<file path="src/rtl/dcsr_pkg.sv">
// package: address map, field layout, reset values and timing of the
// configuration and sysref register bank.
// assumes a single 20 MHz system clock; spi pins are synchronous to it.
package dcsr_pkg;

    // ------------------------------------------------------------------
    // spi frame shape
    // ------------------------------------------------------------------
    localparam int          ADDR_W     = 15;
    localparam int          DATA_W     = 8;
    localparam int          HDR_BITS   = 24;
    localparam int          HDR_CW     = 5;
    localparam int          BIT_CW     = 3;
    localparam logic [4:0]  HDR_LAST   = 5'h17;
    localparam logic [2:0]  BYTE_LAST  = 3'h7;
    localparam logic [2:0]  BYTE_FIRST = 3'h0;
    localparam int          HDR_RW_BIT = 23;

    // ------------------------------------------------------------------
    // register byte addresses
    // ------------------------------------------------------------------
    localparam logic [14:0] ADDR_CFG_A     = 15'h0000;
    localparam logic [14:0] ADDR_OPMODE    = 15'h0002;
    localparam logic [14:0] ADDR_CLASS     = 15'h0003;
    localparam logic [14:0] ADDR_FAMILY_LO = 15'h0004;
    localparam logic [14:0] ADDR_FAMILY_HI = 15'h0005;
    localparam logic [14:0] ADDR_MAKER_LO  = 15'h000C;
    localparam logic [14:0] ADDR_MAKER_HI  = 15'h000D;
    localparam logic [14:0] ADDR_STREAM    = 15'h0010;
    localparam logic [14:0] ADDR_SYSREF    = 15'h0029;
    localparam logic [14:0] ADDR_CLKIN     = 15'h002A;
    localparam logic [14:0] ADDR_STEP      = 15'h0001;

    // ------------------------------------------------------------------
    // field positions
    // ------------------------------------------------------------------
    localparam int CFG_SRST_BIT    = 7;
    localparam int CFG_ASCEND_BIT  = 5;
    localparam int CFG_SDO_BIT     = 4;
    localparam int MODE_MSB        = 1;
    localparam int CLASS_MSB       = 3;
    localparam int STREAM_HOLD_BIT = 0;
    localparam int SR_PROC_BIT     = 6;
    localparam int SR_RECV_BIT     = 5;
    localparam int SR_ZOOM_BIT     = 4;
    localparam int SR_SEL_MSB      = 3;

    // ------------------------------------------------------------------
    // reset values and codes
    // ------------------------------------------------------------------
    localparam logic [7:0] CFG_A_RST      = 8'h30;
    localparam logic [7:0] OPMODE_RST     = 8'h00;
    localparam logic [3:0] CLASS_RSV_RST  = 4'h0;
    localparam logic [7:0] STREAM_RST     = 8'h00;
    localparam logic [7:0] SYSREF_RST     = 8'h00;
    localparam logic [7:0] CLKIN_RST      = 8'h00;
    localparam logic [7:0] UNMAPPED_DATA  = 8'h00;
    localparam logic [1:0] MODE_NORMAL    = 2'h0;
    localparam logic [1:0] MODE_PWRDN     = 2'h3;

    // ------------------------------------------------------------------
    // timing
    // ------------------------------------------------------------------
    localparam int         CLK_MHZ  = 20;
    localparam int         SRST_NS  = 750;
    localparam int         SRST_CW  = 5;
    // longest time, rounded down to whole cycles
    localparam logic [4:0] SRST_CYC = SRST_CW'(SRST_NS * CLK_MHZ / 1000);
    localparam logic [4:0] SRST_ONE = 5'h01;

    typedef enum logic [2:0] {
        PH_IDLE = 3'b001,
        PH_HDR  = 3'b010,
        PH_DATA = 3'b100
    } dcsr_phase_e;

endpackage

</file>
<file path="src/rtl/dcsr_spi_if.sv">
// interface: byte level link between the spi shifter and the register bank.
// assumes both ends run on the same clock.
interface dcsr_spi_if;
    logic        hdr_stb;
    logic        rd_nwr;
    logic [14:0] hdr_addr;
    logic        byte_stb;
    logic [7:0]  wr_data;
    logic [7:0]  rd_data;
    logic        hold_off;

    modport front (output hdr_stb, rd_nwr, hdr_addr, byte_stb, wr_data,
                   input  rd_data, hold_off);
    modport bank  (input  hdr_stb, rd_nwr, hdr_addr, byte_stb, wr_data,
                   output rd_data, hold_off);
endinterface

</file>
<file path="src/rtl/dcsr_regs.sv">
// register bank: device mode, identification, streaming address control,
// sysref front-end controls and clock input control, reached over spi.
// assumes spi pins synchronous to i_clk and sclk much slower than i_clk.

// Contract
// - mode field 0 is normal and reset value, 3 is power down, 1-2 reserved.
// - class field in low nibble is read-only with a fixed code.
// - 16-bit family identifier reads a fixed code.
// - 16-bit maker identifier reads a fixed code.
// - address-freeze set keeps the streaming address fixed every byte.
// - address-freeze clear, the reset value, steps the address per direction bit.
// - direction bit 1 (default) increments, 0 decrements after each byte.
// - sysref control bit 6 enables the sysref processor, off after reset.
// - sysref control bit 5 enables the sysref receiver, off after reset.
// - bit 4 selects fine sysref window delay steps.
// - bits 3 to 0 choose the sysref sampling delay.
// - writing soft reset resets all registers, self-clears, lasts up to 750 ns.
module dcsr_regs
    import dcsr_pkg::*;
#(
    parameter logic [3:0]  CLASS_CODE  = 4'hA,    // arbitrary value
    parameter logic [15:0] FAMILY_CODE = 16'h1234, // arbitrary value
    parameter logic [15:0] MAKER_CODE  = 16'h5A5A  // arbitrary value
) (
    // clock and reset
    input  wire logic   i_clk,
    input  wire logic   i_reset_n,
    // spi pins
    input  wire logic   i_spi_sclk,
    input  wire logic   i_spi_sdi,
    input  wire logic   i_spi_cs_n,
    output logic        o_spi_sdo,
    output logic        o_spi_sdo_oe,
    // device mode
    output logic [1:0]  o_operating_mode,
    output logic        o_power_down,
    output logic        o_soft_reset_active,
    // sysref front end
    output logic        o_sysref_receiver_on,
    output logic        o_sysref_processor_on,
    output logic        o_sysref_fine_window,
    output logic [3:0]  o_sysref_delay_choice,
    // clock input control
    output logic [7:0]  o_clock_input_control
);
    import dcsr_pkg::*;

    dcsr_spi_if bus ();

    logic [7:0]         cfga_ff;
    logic [7:0]         opmode_ff;
    logic [3:0]         class_rsv_ff;
    logic [7:0]         stream_ff;
    logic [7:0]         sysref_ff;
    logic [7:0]         clkin_ff;
    logic [ADDR_W-1:0]  ptr_ff;
    logic [ADDR_W-1:0]  nxt_ptr;
    logic [SRST_CW-1:0] srst_cnt_ff;
    logic               srst_active_ff;
    logic               pd_ff;
    logic               wr_en;
    logic               srst_go;
    logic [7:0]         rd_mux;

    // ------------------------------------------------------------------
    // serial front end
    // ------------------------------------------------------------------
    dcsr_spi_shift u_shift (
        .i_clk     (i_clk),
        .i_reset_n (i_reset_n),
        .i_sclk    (i_spi_sclk),
        .i_sdi     (i_spi_sdi),
        .i_cs_n    (i_spi_cs_n),
        .o_sdo     (o_spi_sdo),
        .o_sdo_oe  (o_spi_sdo_oe),
        .bus       (bus.front)
    );

    assign wr_en   = bus.byte_stb & ~bus.rd_nwr;
    assign srst_go = wr_en && (ptr_ff == ADDR_CFG_A) && bus.wr_data[CFG_SRST_BIT];

    // ------------------------------------------------------------------
    // soft reset timer
    // ------------------------------------------------------------------
    always_ff @(posedge i_clk or negedge i_reset_n) begin
        if (!i_reset_n) begin
            srst_cnt_ff    <= '0;
            srst_active_ff <= 1'b0;
        end else if (srst_go) begin
            srst_cnt_ff    <= SRST_CYC;
            srst_active_ff <= 1'b1;
        end else if (srst_cnt_ff != '0) begin
            srst_cnt_ff    <= srst_cnt_ff - SRST_ONE;
            srst_active_ff <= (srst_cnt_ff != SRST_ONE);
        end
    end

    // spi front end is held idle while the soft reset runs
    assign bus.hold_off = srst_active_ff;

    // ------------------------------------------------------------------
    // streaming address pointer
    // ------------------------------------------------------------------
    always_comb begin
        nxt_ptr = ptr_ff;
        if (bus.hdr_stb) begin
            nxt_ptr = bus.hdr_addr;
        end else if (bus.byte_stb && !stream_ff[STREAM_HOLD_BIT]) begin
            if (cfga_ff[CFG_ASCEND_BIT]) begin
                nxt_ptr = ptr_ff + ADDR_STEP;
            end else begin
                nxt_ptr = ptr_ff - ADDR_STEP;
            end
        end
    end

    always_ff @(posedge i_clk or negedge i_reset_n) begin
        if (!i_reset_n) begin
            ptr_ff <= '0;
        end else begin
            ptr_ff <= nxt_ptr;
        end
    end

    // ------------------------------------------------------------------
    // writable registers
    // ------------------------------------------------------------------
    always_ff @(posedge i_clk or negedge i_reset_n) begin
        if (!i_reset_n) begin
            cfga_ff <= CFG_A_RST;
        end else if (srst_go) begin
            cfga_ff <= CFG_A_RST;
        end else if (wr_en && (ptr_ff == ADDR_CFG_A)) begin
            cfga_ff <= {1'b0, bus.wr_data[CFG_ASCEND_BIT+1:CFG_ASCEND_BIT], 1'b1, bus.wr_data[CFG_SDO_BIT-1:0]};
        end
    end

    always_ff @(posedge i_clk or negedge i_reset_n) begin
        if (!i_reset_n) begin
            opmode_ff <= OPMODE_RST;
        end else if (srst_go) begin
            opmode_ff <= OPMODE_RST;
        end else if (wr_en && (ptr_ff == ADDR_OPMODE)) begin
            opmode_ff <= bus.wr_data;
        end
    end

    always_ff @(posedge i_clk or negedge i_reset_n) begin
        if (!i_reset_n) begin
            class_rsv_ff <= CLASS_RSV_RST;
        end else if (srst_go) begin
            class_rsv_ff <= CLASS_RSV_RST;
        end else if (wr_en && (ptr_ff == ADDR_CLASS)) begin
            class_rsv_ff <= bus.wr_data[DATA_W-1:CLASS_MSB+1];
        end
    end

    always_ff @(posedge i_clk or negedge i_reset_n) begin
        if (!i_reset_n) begin
            stream_ff <= STREAM_RST;
        end else if (srst_go) begin
            stream_ff <= STREAM_RST;
        end else if (wr_en && (ptr_ff == ADDR_STREAM)) begin
            stream_ff <= bus.wr_data;
        end
    end

    always_ff @(posedge i_clk or negedge i_reset_n) begin
        if (!i_reset_n) begin
            sysref_ff <= SYSREF_RST;
        end else if (srst_go) begin
            sysref_ff <= SYSREF_RST;
        end else if (wr_en && (ptr_ff == ADDR_SYSREF)) begin
            sysref_ff <= bus.wr_data;
        end
    end

    always_ff @(posedge i_clk or negedge i_reset_n) begin
        if (!i_reset_n) begin
            clkin_ff <= CLKIN_RST;
        end else if (srst_go) begin
            clkin_ff <= CLKIN_RST;
        end else if (wr_en && (ptr_ff == ADDR_CLKIN)) begin
            clkin_ff <= bus.wr_data;
        end
    end

    always_ff @(posedge i_clk or negedge i_reset_n) begin
        if (!i_reset_n) begin
            pd_ff <= 1'b0;
        end else begin
            pd_ff <= (opmode_ff[MODE_MSB:0] == MODE_PWRDN);
        end
    end

    // ------------------------------------------------------------------
    // read path
    // ------------------------------------------------------------------
    always_comb begin
        unique case (ptr_ff)
            ADDR_CFG_A:     rd_mux = cfga_ff;
            ADDR_OPMODE:    rd_mux = opmode_ff;
            ADDR_CLASS:     rd_mux = {class_rsv_ff, CLASS_CODE};
            ADDR_FAMILY_LO: rd_mux = FAMILY_CODE[7:0];
            ADDR_FAMILY_HI: rd_mux = FAMILY_CODE[15:8];
            ADDR_MAKER_LO:  rd_mux = MAKER_CODE[7:0];
            ADDR_MAKER_HI:  rd_mux = MAKER_CODE[15:8];
            ADDR_STREAM:    rd_mux = stream_ff;
            ADDR_SYSREF:    rd_mux = sysref_ff;
            ADDR_CLKIN:     rd_mux = clkin_ff;
            default:        rd_mux = UNMAPPED_DATA;
        endcase
    end

    assign bus.rd_data = rd_mux;

    // ------------------------------------------------------------------
    // outputs
    // ------------------------------------------------------------------
    assign o_operating_mode      = opmode_ff[MODE_MSB:0];
    assign o_power_down          = pd_ff;
    assign o_soft_reset_active   = srst_active_ff;
    assign o_sysref_processor_on = sysref_ff[SR_PROC_BIT];
    assign o_sysref_receiver_on  = sysref_ff[SR_RECV_BIT];
    assign o_sysref_fine_window  = sysref_ff[SR_ZOOM_BIT];
    assign o_sysref_delay_choice = sysref_ff[SR_SEL_MSB:0];
    assign o_clock_input_control = clkin_ff;

    // ------------------------------------------------------------------
    // assertions
    // ------------------------------------------------------------------
    property p_mode_pd;
        @(posedge i_clk) disable iff (!i_reset_n)
        (o_operating_mode == MODE_PWRDN) ##1 (o_operating_mode == MODE_PWRDN) |-> o_power_down;
    endproperty
    a_mode_pd: assert property (p_mode_pd) else $error("power down not flagged for mode 3");

    property p_srst_defaults;
        @(posedge i_clk) disable iff (!i_reset_n)
        srst_go |=> (opmode_ff == OPMODE_RST) && (sysref_ff == SYSREF_RST) && (stream_ff == STREAM_RST)
                    && cfga_ff[CFG_ASCEND_BIT];
    endproperty
    a_srst_defaults: assert property (p_srst_defaults) else $error("soft reset left a register set");

    property p_srst_len;
        @(posedge i_clk) disable iff (!i_reset_n)
        srst_go |=> o_soft_reset_active [*8] ##1 o_soft_reset_active [*7] ##1 !o_soft_reset_active;
    endproperty
    a_srst_len: assert property (p_srst_len) else $error("soft reset interval length wrong");

    property p_class_ro;
        @(posedge i_clk) disable iff (!i_reset_n)
        (ptr_ff == ADDR_CLASS) |-> (bus.rd_data[CLASS_MSB:0] == CLASS_CODE);
    endproperty
    a_class_ro: assert property (p_class_ro) else $error("class code not returned");

    property p_family;
        @(posedge i_clk) disable iff (!i_reset_n)
        (ptr_ff == ADDR_FAMILY_LO) || (ptr_ff == ADDR_FAMILY_HI)
            |-> (bus.rd_data == ((ptr_ff == ADDR_FAMILY_HI) ? FAMILY_CODE[15:8] : FAMILY_CODE[7:0]));
    endproperty
    a_family: assert property (p_family) else $error("family code changed");

    property p_maker;
        @(posedge i_clk) disable iff (!i_reset_n)
        (ptr_ff == ADDR_MAKER_LO) || (ptr_ff == ADDR_MAKER_HI)
            |-> (bus.rd_data == ((ptr_ff == ADDR_MAKER_HI) ? MAKER_CODE[15:8] : MAKER_CODE[7:0]));
    endproperty
    a_maker: assert property (p_maker) else $error("maker code wrong");

    property p_hold;
        @(posedge i_clk) disable iff (!i_reset_n)
        bus.byte_stb && stream_ff[STREAM_HOLD_BIT] |=> (ptr_ff == $past(ptr_ff));
    endproperty
    a_hold: assert property (p_hold) else $error("address moved while frozen");

    property p_ascend;
        @(posedge i_clk) disable iff (!i_reset_n)
        bus.byte_stb && !stream_ff[STREAM_HOLD_BIT] && cfga_ff[CFG_ASCEND_BIT]
            |=> (ptr_ff == $past(ptr_ff) + ADDR_STEP);
    endproperty
    a_ascend: assert property (p_ascend) else $error("address did not increment");

    property p_descend;
        @(posedge i_clk) disable iff (!i_reset_n)
        bus.byte_stb && !stream_ff[STREAM_HOLD_BIT] && !cfga_ff[CFG_ASCEND_BIT]
            |=> (ptr_ff == $past(ptr_ff) - ADDR_STEP);
    endproperty
    a_descend: assert property (p_descend) else $error("address did not decrement");

    property p_sysref_wr;
        @(posedge i_clk) disable iff (!i_reset_n)
        wr_en && (ptr_ff == ADDR_SYSREF)
            |=> (o_sysref_processor_on == $past(bus.wr_data[SR_PROC_BIT]))
                && (o_sysref_receiver_on == $past(bus.wr_data[SR_RECV_BIT]))
                && (o_sysref_fine_window == $past(bus.wr_data[SR_ZOOM_BIT]))
                && (o_sysref_delay_choice == $past(bus.wr_data[SR_SEL_MSB:0]));
    endproperty
    a_sysref_wr: assert property (p_sysref_wr) else $error("sysref controls not taken");

endmodule

</file>
<file path="src/rtl/dcsr_spi_shift.sv">
// spi shifter: turns the serial frame into header and byte strobes.
// assumes sclk idles low, data sampled on rising edge, sdo changed on falling,
// and each sclk half period spans at least four system clocks.
module dcsr_spi_shift
    import dcsr_pkg::*;
(
    // clock and reset
    input  wire logic   i_clk,
    input  wire logic   i_reset_n,
    // spi pins
    input  wire logic   i_sclk,
    input  wire logic   i_sdi,
    input  wire logic   i_cs_n,
    output logic        o_sdo,
    output logic        o_sdo_oe,
    // byte link
    dcsr_spi_if.front   bus
);
    import dcsr_pkg::*;

    dcsr_phase_e         phase_ff;
    logic                sclk_ff;
    logic [HDR_CW-1:0]   hcnt_ff;
    logic [BIT_CW-1:0]   bcnt_ff;
    logic [HDR_BITS-2:0] sh_ff;
    logic [DATA_W-1:0]   out_ff;
    logic                rise;
    logic                fall;
    logic                abort;

    assign rise  = i_sclk & ~sclk_ff;
    assign fall  = ~i_sclk & sclk_ff;
    assign abort = i_cs_n | bus.hold_off;

    always_ff @(posedge i_clk or negedge i_reset_n) begin
        if (!i_reset_n) begin
            sclk_ff <= 1'b0;
        end else begin
            sclk_ff <= i_sclk;
        end
    end

    // ------------------------------------------------------------------
    // frame phase and bit counting
    // ------------------------------------------------------------------
    always_ff @(posedge i_clk or negedge i_reset_n) begin
        if (!i_reset_n) begin
            phase_ff     <= PH_IDLE;
            hcnt_ff      <= '0;
            bcnt_ff      <= '0;
            sh_ff        <= '0;
            bus.hdr_stb  <= 1'b0;
            bus.byte_stb <= 1'b0;
            bus.rd_nwr   <= 1'b0;
            bus.hdr_addr <= '0;
            bus.wr_data  <= '0;
        end else begin
            bus.hdr_stb  <= 1'b0;
            bus.byte_stb <= 1'b0;
            if (abort) begin
                phase_ff <= PH_IDLE;
                hcnt_ff  <= '0;
                bcnt_ff  <= '0;
            end else begin
                unique case (phase_ff)
                    PH_IDLE: begin
                        phase_ff <= PH_HDR;
                    end
                    PH_HDR: begin
                        if (rise) begin
                            sh_ff   <= {sh_ff[HDR_BITS-3:0], i_sdi};
                            hcnt_ff <= hcnt_ff + 5'h01;
                            if (hcnt_ff == HDR_LAST) begin
                                phase_ff     <= PH_DATA;
                                bus.hdr_stb  <= 1'b1;
                                bus.rd_nwr   <= sh_ff[HDR_RW_BIT-1];
                                bus.hdr_addr <= {sh_ff[ADDR_W-2:0], i_sdi};
                            end
                        end
                    end
                    PH_DATA: begin
                        if (rise) begin
                            sh_ff   <= {sh_ff[HDR_BITS-3:0], i_sdi};
                            bcnt_ff <= bcnt_ff + 3'h1;
                            if (bcnt_ff == BYTE_LAST) begin
                                bus.byte_stb <= 1'b1;
                                bus.wr_data  <= {sh_ff[DATA_W-2:0], i_sdi};
                            end
                        end
                    end
                endcase
            end
        end
    end

    // ------------------------------------------------------------------
    // read data out, msb first, changed on falling sclk
    // ------------------------------------------------------------------
    always_ff @(posedge i_clk or negedge i_reset_n) begin
        if (!i_reset_n) begin
            o_sdo    <= 1'b0;
            o_sdo_oe <= 1'b0;
            out_ff   <= '0;
        end else begin
            o_sdo_oe <= (phase_ff == PH_DATA) && bus.rd_nwr && !abort;
            if ((phase_ff == PH_DATA) && bus.rd_nwr && fall) begin
                if (bcnt_ff == BYTE_FIRST) begin
                    o_sdo  <= bus.rd_data[DATA_W-1];
                    out_ff <= {bus.rd_data[DATA_W-2:0], 1'b0};
                end else begin
                    o_sdo  <= out_ff[DATA_W-1];
                    out_ff <= {out_ff[DATA_W-2:0], 1'b0};
                end
            end
        end
    end

endmodule

</file>
<file path="config.mk">
export PLATFORM = sky130hd
export DESIGN_NAME = dcsr_regs
export DESIGN_NICKNAME = d
export VERILOG_FILES = /design/src/rtl/dcsr_pkg.sv /design/src/rtl/dcsr_spi_if.sv /design/src/rtl/dcsr_regs.sv /design/src/rtl/dcsr_spi_shift.sv
export SDC_FILE = /design/constraint.sdc
export NUM_CORES = 1
export LEC_CHECK = 0
export BUFFER_PORTS_ARGS = -buffer_cell sky130_fd_sc_hd__buf_2
export CORE_MARGIN = 2
export CORE_UTILIZATION = 67
export CTS_CLUSTER_SIZE = 28
export DETAILED_ROUTE_END_ITERATION = 10
export PLACE_DENSITY = 0.91
export SETUP_SLACK_MARGIN = 0.4
export SLEW_MARGIN = 20
export SYNTH_ARGS = -nofsm -noshare
export SYNTH_HDL_FRONTEND = slang
export SYNTH_SLANG_ARGS = --single-unit
</file>
<file path="constraint.sdc">
create_clock -name i_clk -period 6.3 [get_ports i_clk]
set_input_delay 0 -clock i_clk [delete_from_list [all_inputs] [get_ports i_clk]]
set_output_delay 0 -clock i_clk [all_outputs]
set_load 0.01 [all_outputs]
</file>
After elaboration in Yosys (flattened, before gate mapping)
Cells that the tools add are included.

Bits in read-only memories: 0. Output and inout port bits: 21. Register bits after elaboration: 137. Memories: 0. Latch bits: 0. Memory bits (writable): 0.

Mux-type cells: 40. Shift-type cells: 0. Magnitude comparators: 0. $mul: 0. Bitwise operators: 8. $add $sub $neg: 5. Equal/unequal tests: 18. Reductions and logical operators: 36. Div/mod/pow operators: 0.

Operators by type and width (count): two-way mux 8 bit (11); case mux 8 bit (9 select lines) (1); two-way mux 15 bit (3); == test 15 x 2 -> 1 bit (second input constant) (2); == test 15 x 3 -> 1 bit (second input constant) (2); == test 15 x 4 -> 1 bit (second input constant) (2); == test 15 x 6 -> 1 bit (second input constant) (2); two-way mux 5 bit (5); nonzero test 2 bit (11); two-way mux 3 bit (6); adder 15 x 1 -> 15 bit (second input constant) (1); == test 15 x 5 -> 1 bit (second input constant) (1); logical NOT 15 bit (1); subtractor 15 x 1 -> 15 bit (second input constant) (1); logical AND 1 bit (11); two-way mux 1 bit (11); two-way mux 4 bit (2); AND reduction 4 bit (2); == test 3 bit (second input constant) (2); inequality test 3 x 1 -> 1 bit (second input constant) (2); case mux 3 bit (2 select lines) (1); AND reduction 3 bit (2); adder 5 x 1 -> 5 bit (second input constant) (1); == test 5 bit (second input constant) (1); 15 further kinds (23).

Longest topological paths before layout
Depth in word-level cells: 5. Gate-level depth with buffers: 10.

By module
A second synthesis with hierarchy kept.

Cell total of the unflattened synthesis: 627. Area, all modules: 6812.8 um2.

Modules (own cells, without submodules): dcsr_regs (area an instance 3888.7 um2, times used 1, seq. area each 1602.8 um2, cells an instance 424); dcsr_spi_shift (area an instance 2924.1 um2, times used 1, seq. area each 1752.9 um2, cells an instance 203).

Worst setup path before layout
No wires, ideal clock.

Path type: reg-to-reg. Start: register cfga_ff[5]. End: register ptr_ff[12]. Path slack: 3.631 ns. Stages on the path, launching flop included: 10. Arrival time: 2.547 ns. Data required time: 6.178 ns. Cell sequence: dfstp_2 > inv_1 > ha_1 > nor2b_1 > o31a_1 > o221a_1 > or3b_1 > a31oi_1 > mux2i_1 > nand2_1.

Word-level cells in the longest chain between the ends: 3.

Ends and longest elaborated chain: from (decl) (line dcsr_regs.sv:50) `logic [7:0] cfga_ff;`; from (signal assigned) (line dcsr_regs.sv:134) `cfga_ff <= {1'b0, bus.wr_data[CFG_ASCEND_BIT+1:CFG_ASCEND_BIT], 1'b1, bus.wr_data[CFG_SDO_BIT-1:0]};`; two-way mux 15 bit (line dcsr_regs.sv:109) `if (cfga_ff[CFG_ASCEND_BIT]) begin`; two-way mux 15 bit (line dcsr_regs.sv:108) `end else if (bus.byte_stb && !stream_ff[STREAM_HOLD_BIT]) begin`; two-way mux 15 bit (line dcsr_regs.sv:106) `if (bus.hdr_stb) begin`; to (signal assigned) (line dcsr_regs.sv:121) `ptr_ff <= nxt_ptr;`; to (decl) (line dcsr_regs.sv:56) `logic [ADDR_W-1:0] ptr_ff;`.

No other way between the ends. The select of a mux whose other input is x is not followed. A chain may end at the register's enable or synchronous reset.

Final worst setup path
Start: register ptr_ff[4]. End: register clkin_ff[6], in the netlist o_clock_input_control[6].

Word-level cells in the longest chain between the ends: 4.

Ends and longest elaborated chain: logical NOT 15 bit (line dcsr_regs.sv:80) `assign srst_go = wr_en && (ptr_ff == ADDR_CFG_A) && bus.wr_data[CFG_SRST_BIT];`; logical AND 1 bit (2 in a row) (line dcsr_regs.sv:80); two-way mux 8 bit / nonzero test 2 bit (equally long branches); to (signal assigned) (line dcsr_regs.sv:184) `clkin_ff <= bus.wr_data;`; to (decl) (line dcsr_regs.sv:55) `logic [7:0] clkin_ff;`.

Several ways; a longest one is shown, not always the timed one.

==> impl_metrics.py <==
metrics = {
    "worst_setup_path": {
        "crit_path_start_kind": "flip-flop",
        "cp_num_buf_inv": 0,
        "critPathCaptureType": "flip-flop",
        "worstPathCellList": "nor2_1, nand2_1, nor3_2, nand3_1, nor2_4, nor2_1",
        "cp_max_fo": 37,
        "rr_startpoint": "ptr_ff[4]",
        "cp_slowest_cell": "sky130_fd_sc_hd__nor2_4",
        "ff2ff_path_depth": 6,
        "critPathArrivalTime_ns": 3.44,
        "cpPeakStageDelay_ns": 0.83,
        "path_class": "reg2reg",
        "critical_path.most_common_cell": "sky130_fd_sc_hd__nor2_1",
        "timing.critical_path.max_delay_family": "simple AND/OR/NAND/NOR gates",
        "setup_slack_on_the_worst_flop_to_flop_path_ns": 3.24,
        "timing.critical_path.required_ns": 6.68,
        "critical_path.reg2reg.endpoint": "o_clock_input_control[6]",
    },
    "yosys": {
        "async_reset_ff_share_pct": 100.0,
        "post-synth-top-area-cell": "sky130_fd_sc_hd__dfrtp_1",
        "synth_compound_gate_area_share_pct": 11.43,
        "synthesis.instances": 649,
        "yosys.area_share.adder_pct": 3.937,
        "syn_area_sq_mm": 0.006864,
        "synth_area_per_cell_sq_um": 10.58,
        "synth_largest_type_area_fraction_pct": 48.12,
        "ys_dominant_reg_cell": "sky130_fd_sc_hd__dfrtp_1",
        "post_synth_main_area_contributors": "sky130_fd_sc_hd__dfrtp_1 (48%), sky130_fd_sc_hd__mux2_2 (6.7%), sky130_fd_sc_hd__mux2i_1 (6.1%), sky130_fd_sc_hd__nand2_1 (4.2%), sky130_fd_sc_hd__nor2_1 (3.7%)",
        "syn-num-nets": 675,
        "synth.yosys.warnings": 0,
        "dominant_combinational_cell_family_by_area_after_synthesis": "simple AND/OR/NAND/NOR gates",
        "synth_simple_gate_area_share_pct": 16.31,
        "synthDistinctLibCells": 71,
        "yosys-mux-area-fraction_pct": 12.85,
        "synth_sequential_area_ratio_pct": 48.89,
        "synth_xor_area_share_pct": 2.297,
        "ys_seq_elements": 134,
        "synth-edff-count": 0,
    },
    "layout": {
        "fin_nets": 687,
        "area.sequential_sq_mm": 0.003356,
        "num-fill-cells": 567,
        "multi_input_gate_area_sq_mm": 0.003223,
        "layout_common_cells": "sky130_fd_sc_hd__dfrtp_1 (132), sky130_fd_sc_hd__nand2_1 (76), sky130_fd_sc_hd__nor2_1 (67)",
        "layout.cell_area.non_filler_sq_mm": 0.007551,
        "syn_to_final_growth_pct": 10.01,
        "n_antenna_cell": 0,
        "post-route-util_pct": 76.55,
        "fraction_of_final_layout_cells_sized_beyond_drive_strength_1_pct": 17.51,
        "mostFrequentLayoutCell": "sky130_fd_sc_hd__dfrtp_1",
    },
    "sta": {
        "clock.fmax_mhz": 326.3,
        "final.min_clock_period_ns": 3.065,
        "worst-slew-pin-transition_ns": 0.9159,
        "setup_total_negative_slack_ns": 0,
        "max_slew_margin_pct": 38.94,
        "finalMaxSlewViolations": 0,
        "report.final.setup_viol": 0,
        "unrepaired_setup_endpoints_after_global_routing": "no",
        "layout_worst_path_cycle_share_pct": 48.65,
        "count_of_endpoints_failing_hold_in_the_final_timing_report": 0,
        "timing.clock.skew_ns": 0.008070,
    },
    "pwr": {
        "p_clk_share_pct": 51.7,
        "max_vdd_drop_v": 0.0003599,
        "swShare_pct": 22.58,
        "leakage_nw": 3.693,
        "powerDensity_mw_per_mm2": 249.3,
        "total_power_mw": 1.882,
        "power.combinational.fraction_pct": 1.8,
        "p_seq_share_pct": 46.5,
        "power_report.internal_total_mw": 1.457,
        "power.net_switching_mw": 0.4250,
    },
    "clock_network": {
        "insertion_delay_to_the_later_sink_of_the_worst_skew_pair_ns": 0.54,
        "cts.sinks": 134,
        "clockRootBuffer": "sky130_fd_sc_hd__clkbuf_8",
        "cts_buffers": 17,
        "cts-htree-levels": 4,
        "post_cts_setup_driven_buffer_insertion_count": 0,
        "clock_tree.buffer_depth": 2,
        "clkTransAtPathRegs_ns": 0.06,
        "tritoncts": "built",
    },
    "global_routing": {
        "grt_antenna_before_repair": 0,
        "first_global_vias": 5373,
        "grt_pass1_wl_microns": 27250,
        "grt.total_usage_pct": 31.61,
        "global_route.overflow_total": 0,
        "largest_net_degree_at_the_start_of_global_routing": 76,
    },
    "routing": {
        "wl_per_cell_microns": 20.32,
        "first_iter_violations": 570,
        "drt.antenna.violating_nets": 0,
        "vias": 5295,
        "drt_drc_violations_left": 0,
        "route.final.wire_length_microns": 16400,
        "drtPass1Iterations": 7,
        "vias_per_cell": 6.561,
    },
    "place": {
        "dpl_cell_area_sq_mm": 0.006924,
        "routabilityCongestion": 0.9641,
        "numPortBuffers": 25,
        "post-dp-hpwl_microns": 10040,
    },
    "min_path": {
        "hold_path_class": "in2async",
    },
    "floorplan": {
        "floorplan.rows": 36,
        "start_util_pct": 69.58,
        "fp.dieArea_sq_mm": 0.01107,
        "die_w_microns": 105.2,
        "floorplan.core_area_sq_mm": 0.009864,
        "boundaryPins": 26,
        "chipHeight_microns": 105.2,
    },
    "flow_run": {
        "max_cap_violations": 0,
    },
    "outcome": {
        "run_status": "completed",
    },
}
-- state kept, by name, summed over array words and instances (netlist names), 3 cells and up --
register / cells
u_shift.bcnt_ff: 3
u_shift.phase_ff: 3
u_shift.out_ff: 7
sysref_ff: 8
class_rsv_ff: 4
u_shift.sh_ff: 23
u_shift.bus.wr_data: 8
o_clock_input_control: 8
u_shift.hcnt_ff: 5
ptr_ff: 15
u_shift.bus.hdr_addr: 15
stream_ff: 8
cfga_ff: 6
opmode_ff: 8
srst_cnt_ff: 5
-- cell type report --
cell class	count	area share, %
tap	133	2.204
clock buffer	19	5.717
sequential	134	44.44
multi-input combinational	464	42.68
timing repair buffer	30	2.320
inverter	14	0.6959
clock inverter	13	1.939
-- synth_stat cells (3+ instances only) --
cell type                  number
sky130_fd_sc_hd__dfrtp_1      132
sky130_fd_sc_hd__a21oi_1       36
sky130_fd_sc_hd__a21o_1         7
sky130_fd_sc_hd__nor2_1        67
sky130_fd_sc_hd__a222oi_1       6
sky130_fd_sc_hd__clkbuf_1      12
sky130_fd_sc_hd__nor4_1         4
sky130_fd_sc_hd__nand2b_1       7
sky130_fd_sc_hd__a211oi_1       4
sky130_fd_sc_hd__mux2i_1       42
sky130_fd_sc_hd__nand3_1        7
sky130_fd_sc_hd__xnor2_1       11
sky130_fd_sc_hd__or2_1          3
sky130_fd_sc_hd__ha_1          20
sky130_fd_sc_hd__o31ai_1        3
sky130_fd_sc_hd__buf_2          8
sky130_fd_sc_hd__a22oi_1        4
sky130_fd_sc_hd__and3_1         6
sky130_fd_sc_hd__a221oi_1       3
sky130_fd_sc_hd__nor2b_1        8
sky130_fd_sc_hd__xor2_1         7
sky130_fd_sc_hd__a31oi_1        3
sky130_fd_sc_hd__o21a_1         4
sky130_fd_sc_hd__o21ai_0       30
sky130_fd_sc_hd__mux2_2        41
sky130_fd_sc_hd__nor3b_1        4
sky130_fd_sc_hd__nand2_1       76
sky130_fd_sc_hd__buf_4          9
sky130_fd_sc_hd__inv_1         14
sky130_fd_sc_hd__nand4_1        5
sky130_fd_sc_hd__nor3_1        10
sky130_fd_sc_hd__buf_6          5
-- worst max-delay path by stage --
stage | from | endpoint | cells past startpoint
floorplan | cfga_ff[5] | ptr_ff[12] | 9
global placement | cfga_ff[5] | ptr_ff[14] | 9
detailed placement | cfga_ff[5] | ptr_ff[12] | 9
CTS | cfga_ff[5] | ptr_ff[14] | 9
global route | ptr_ff[2] | o_clock_input_control[6] | 6
finish | ptr_ff[4] | o_clock_input_control[6] | 6
-- repair_timing --
item / in CTS / in global routing
resized for setup: 0 / 0
hold endpoints to repair: 75 / 0
hold buffers: 4 / 0
-- per-stage QoR --
stage | worst slack, ns | hold WS [ns] | std cells
2_1_floorplan | 3.631 | -0.2956 | 649
3_3_place_gp | 3.443 | 0.1043 | 771
3_5_place_dp | 3.377 | 0.1159 | 771
4_1_cts | 3.344 | 0.1188 | 807
5_1_grt | 3.062 | 0.1652 | 807
6_report | 3.235 | 0.08561 | 807
-- power by group through the flow --
stage / Clock, mW / Combinational (mW) / Sequential (mW)
after floorplan: 0 / 0.0116 / 0.888
after global placement: 0 / 0.0309 / 0.889
after detailed placement: 0 / 0.0319 / 0.890
after CTS: 0.975 / 0.0351 / 0.875
after global routing: 1.01 / 0.0394 / 0.876
final: 0.973 / 0.0340 / 0.875
-- kinds of logic (layout without fill, tap and decap cells) --
family / count (synthesis) / in the layout
compound gates: 120 / 120
buf+inv: 51 / 76
xor+xnor: 18 / 18
flops: 134 / 134
simple gates: 222 / 222
fa+ha+maj: 21 / 21
mux: 83 / 83
-- layer usage --
metal / track usage (%) / wire length [microns] / vias up
met5: 0 / 0 / -
li1: - / - / 2333
met4: 15.81 / 618 / 0
met3: 7.112 / 1279 / 70
met2: 51.66 / 8054 / 294
met1: 39.76 / 6442 / 2598
Power figures use the tool's default switching activity.
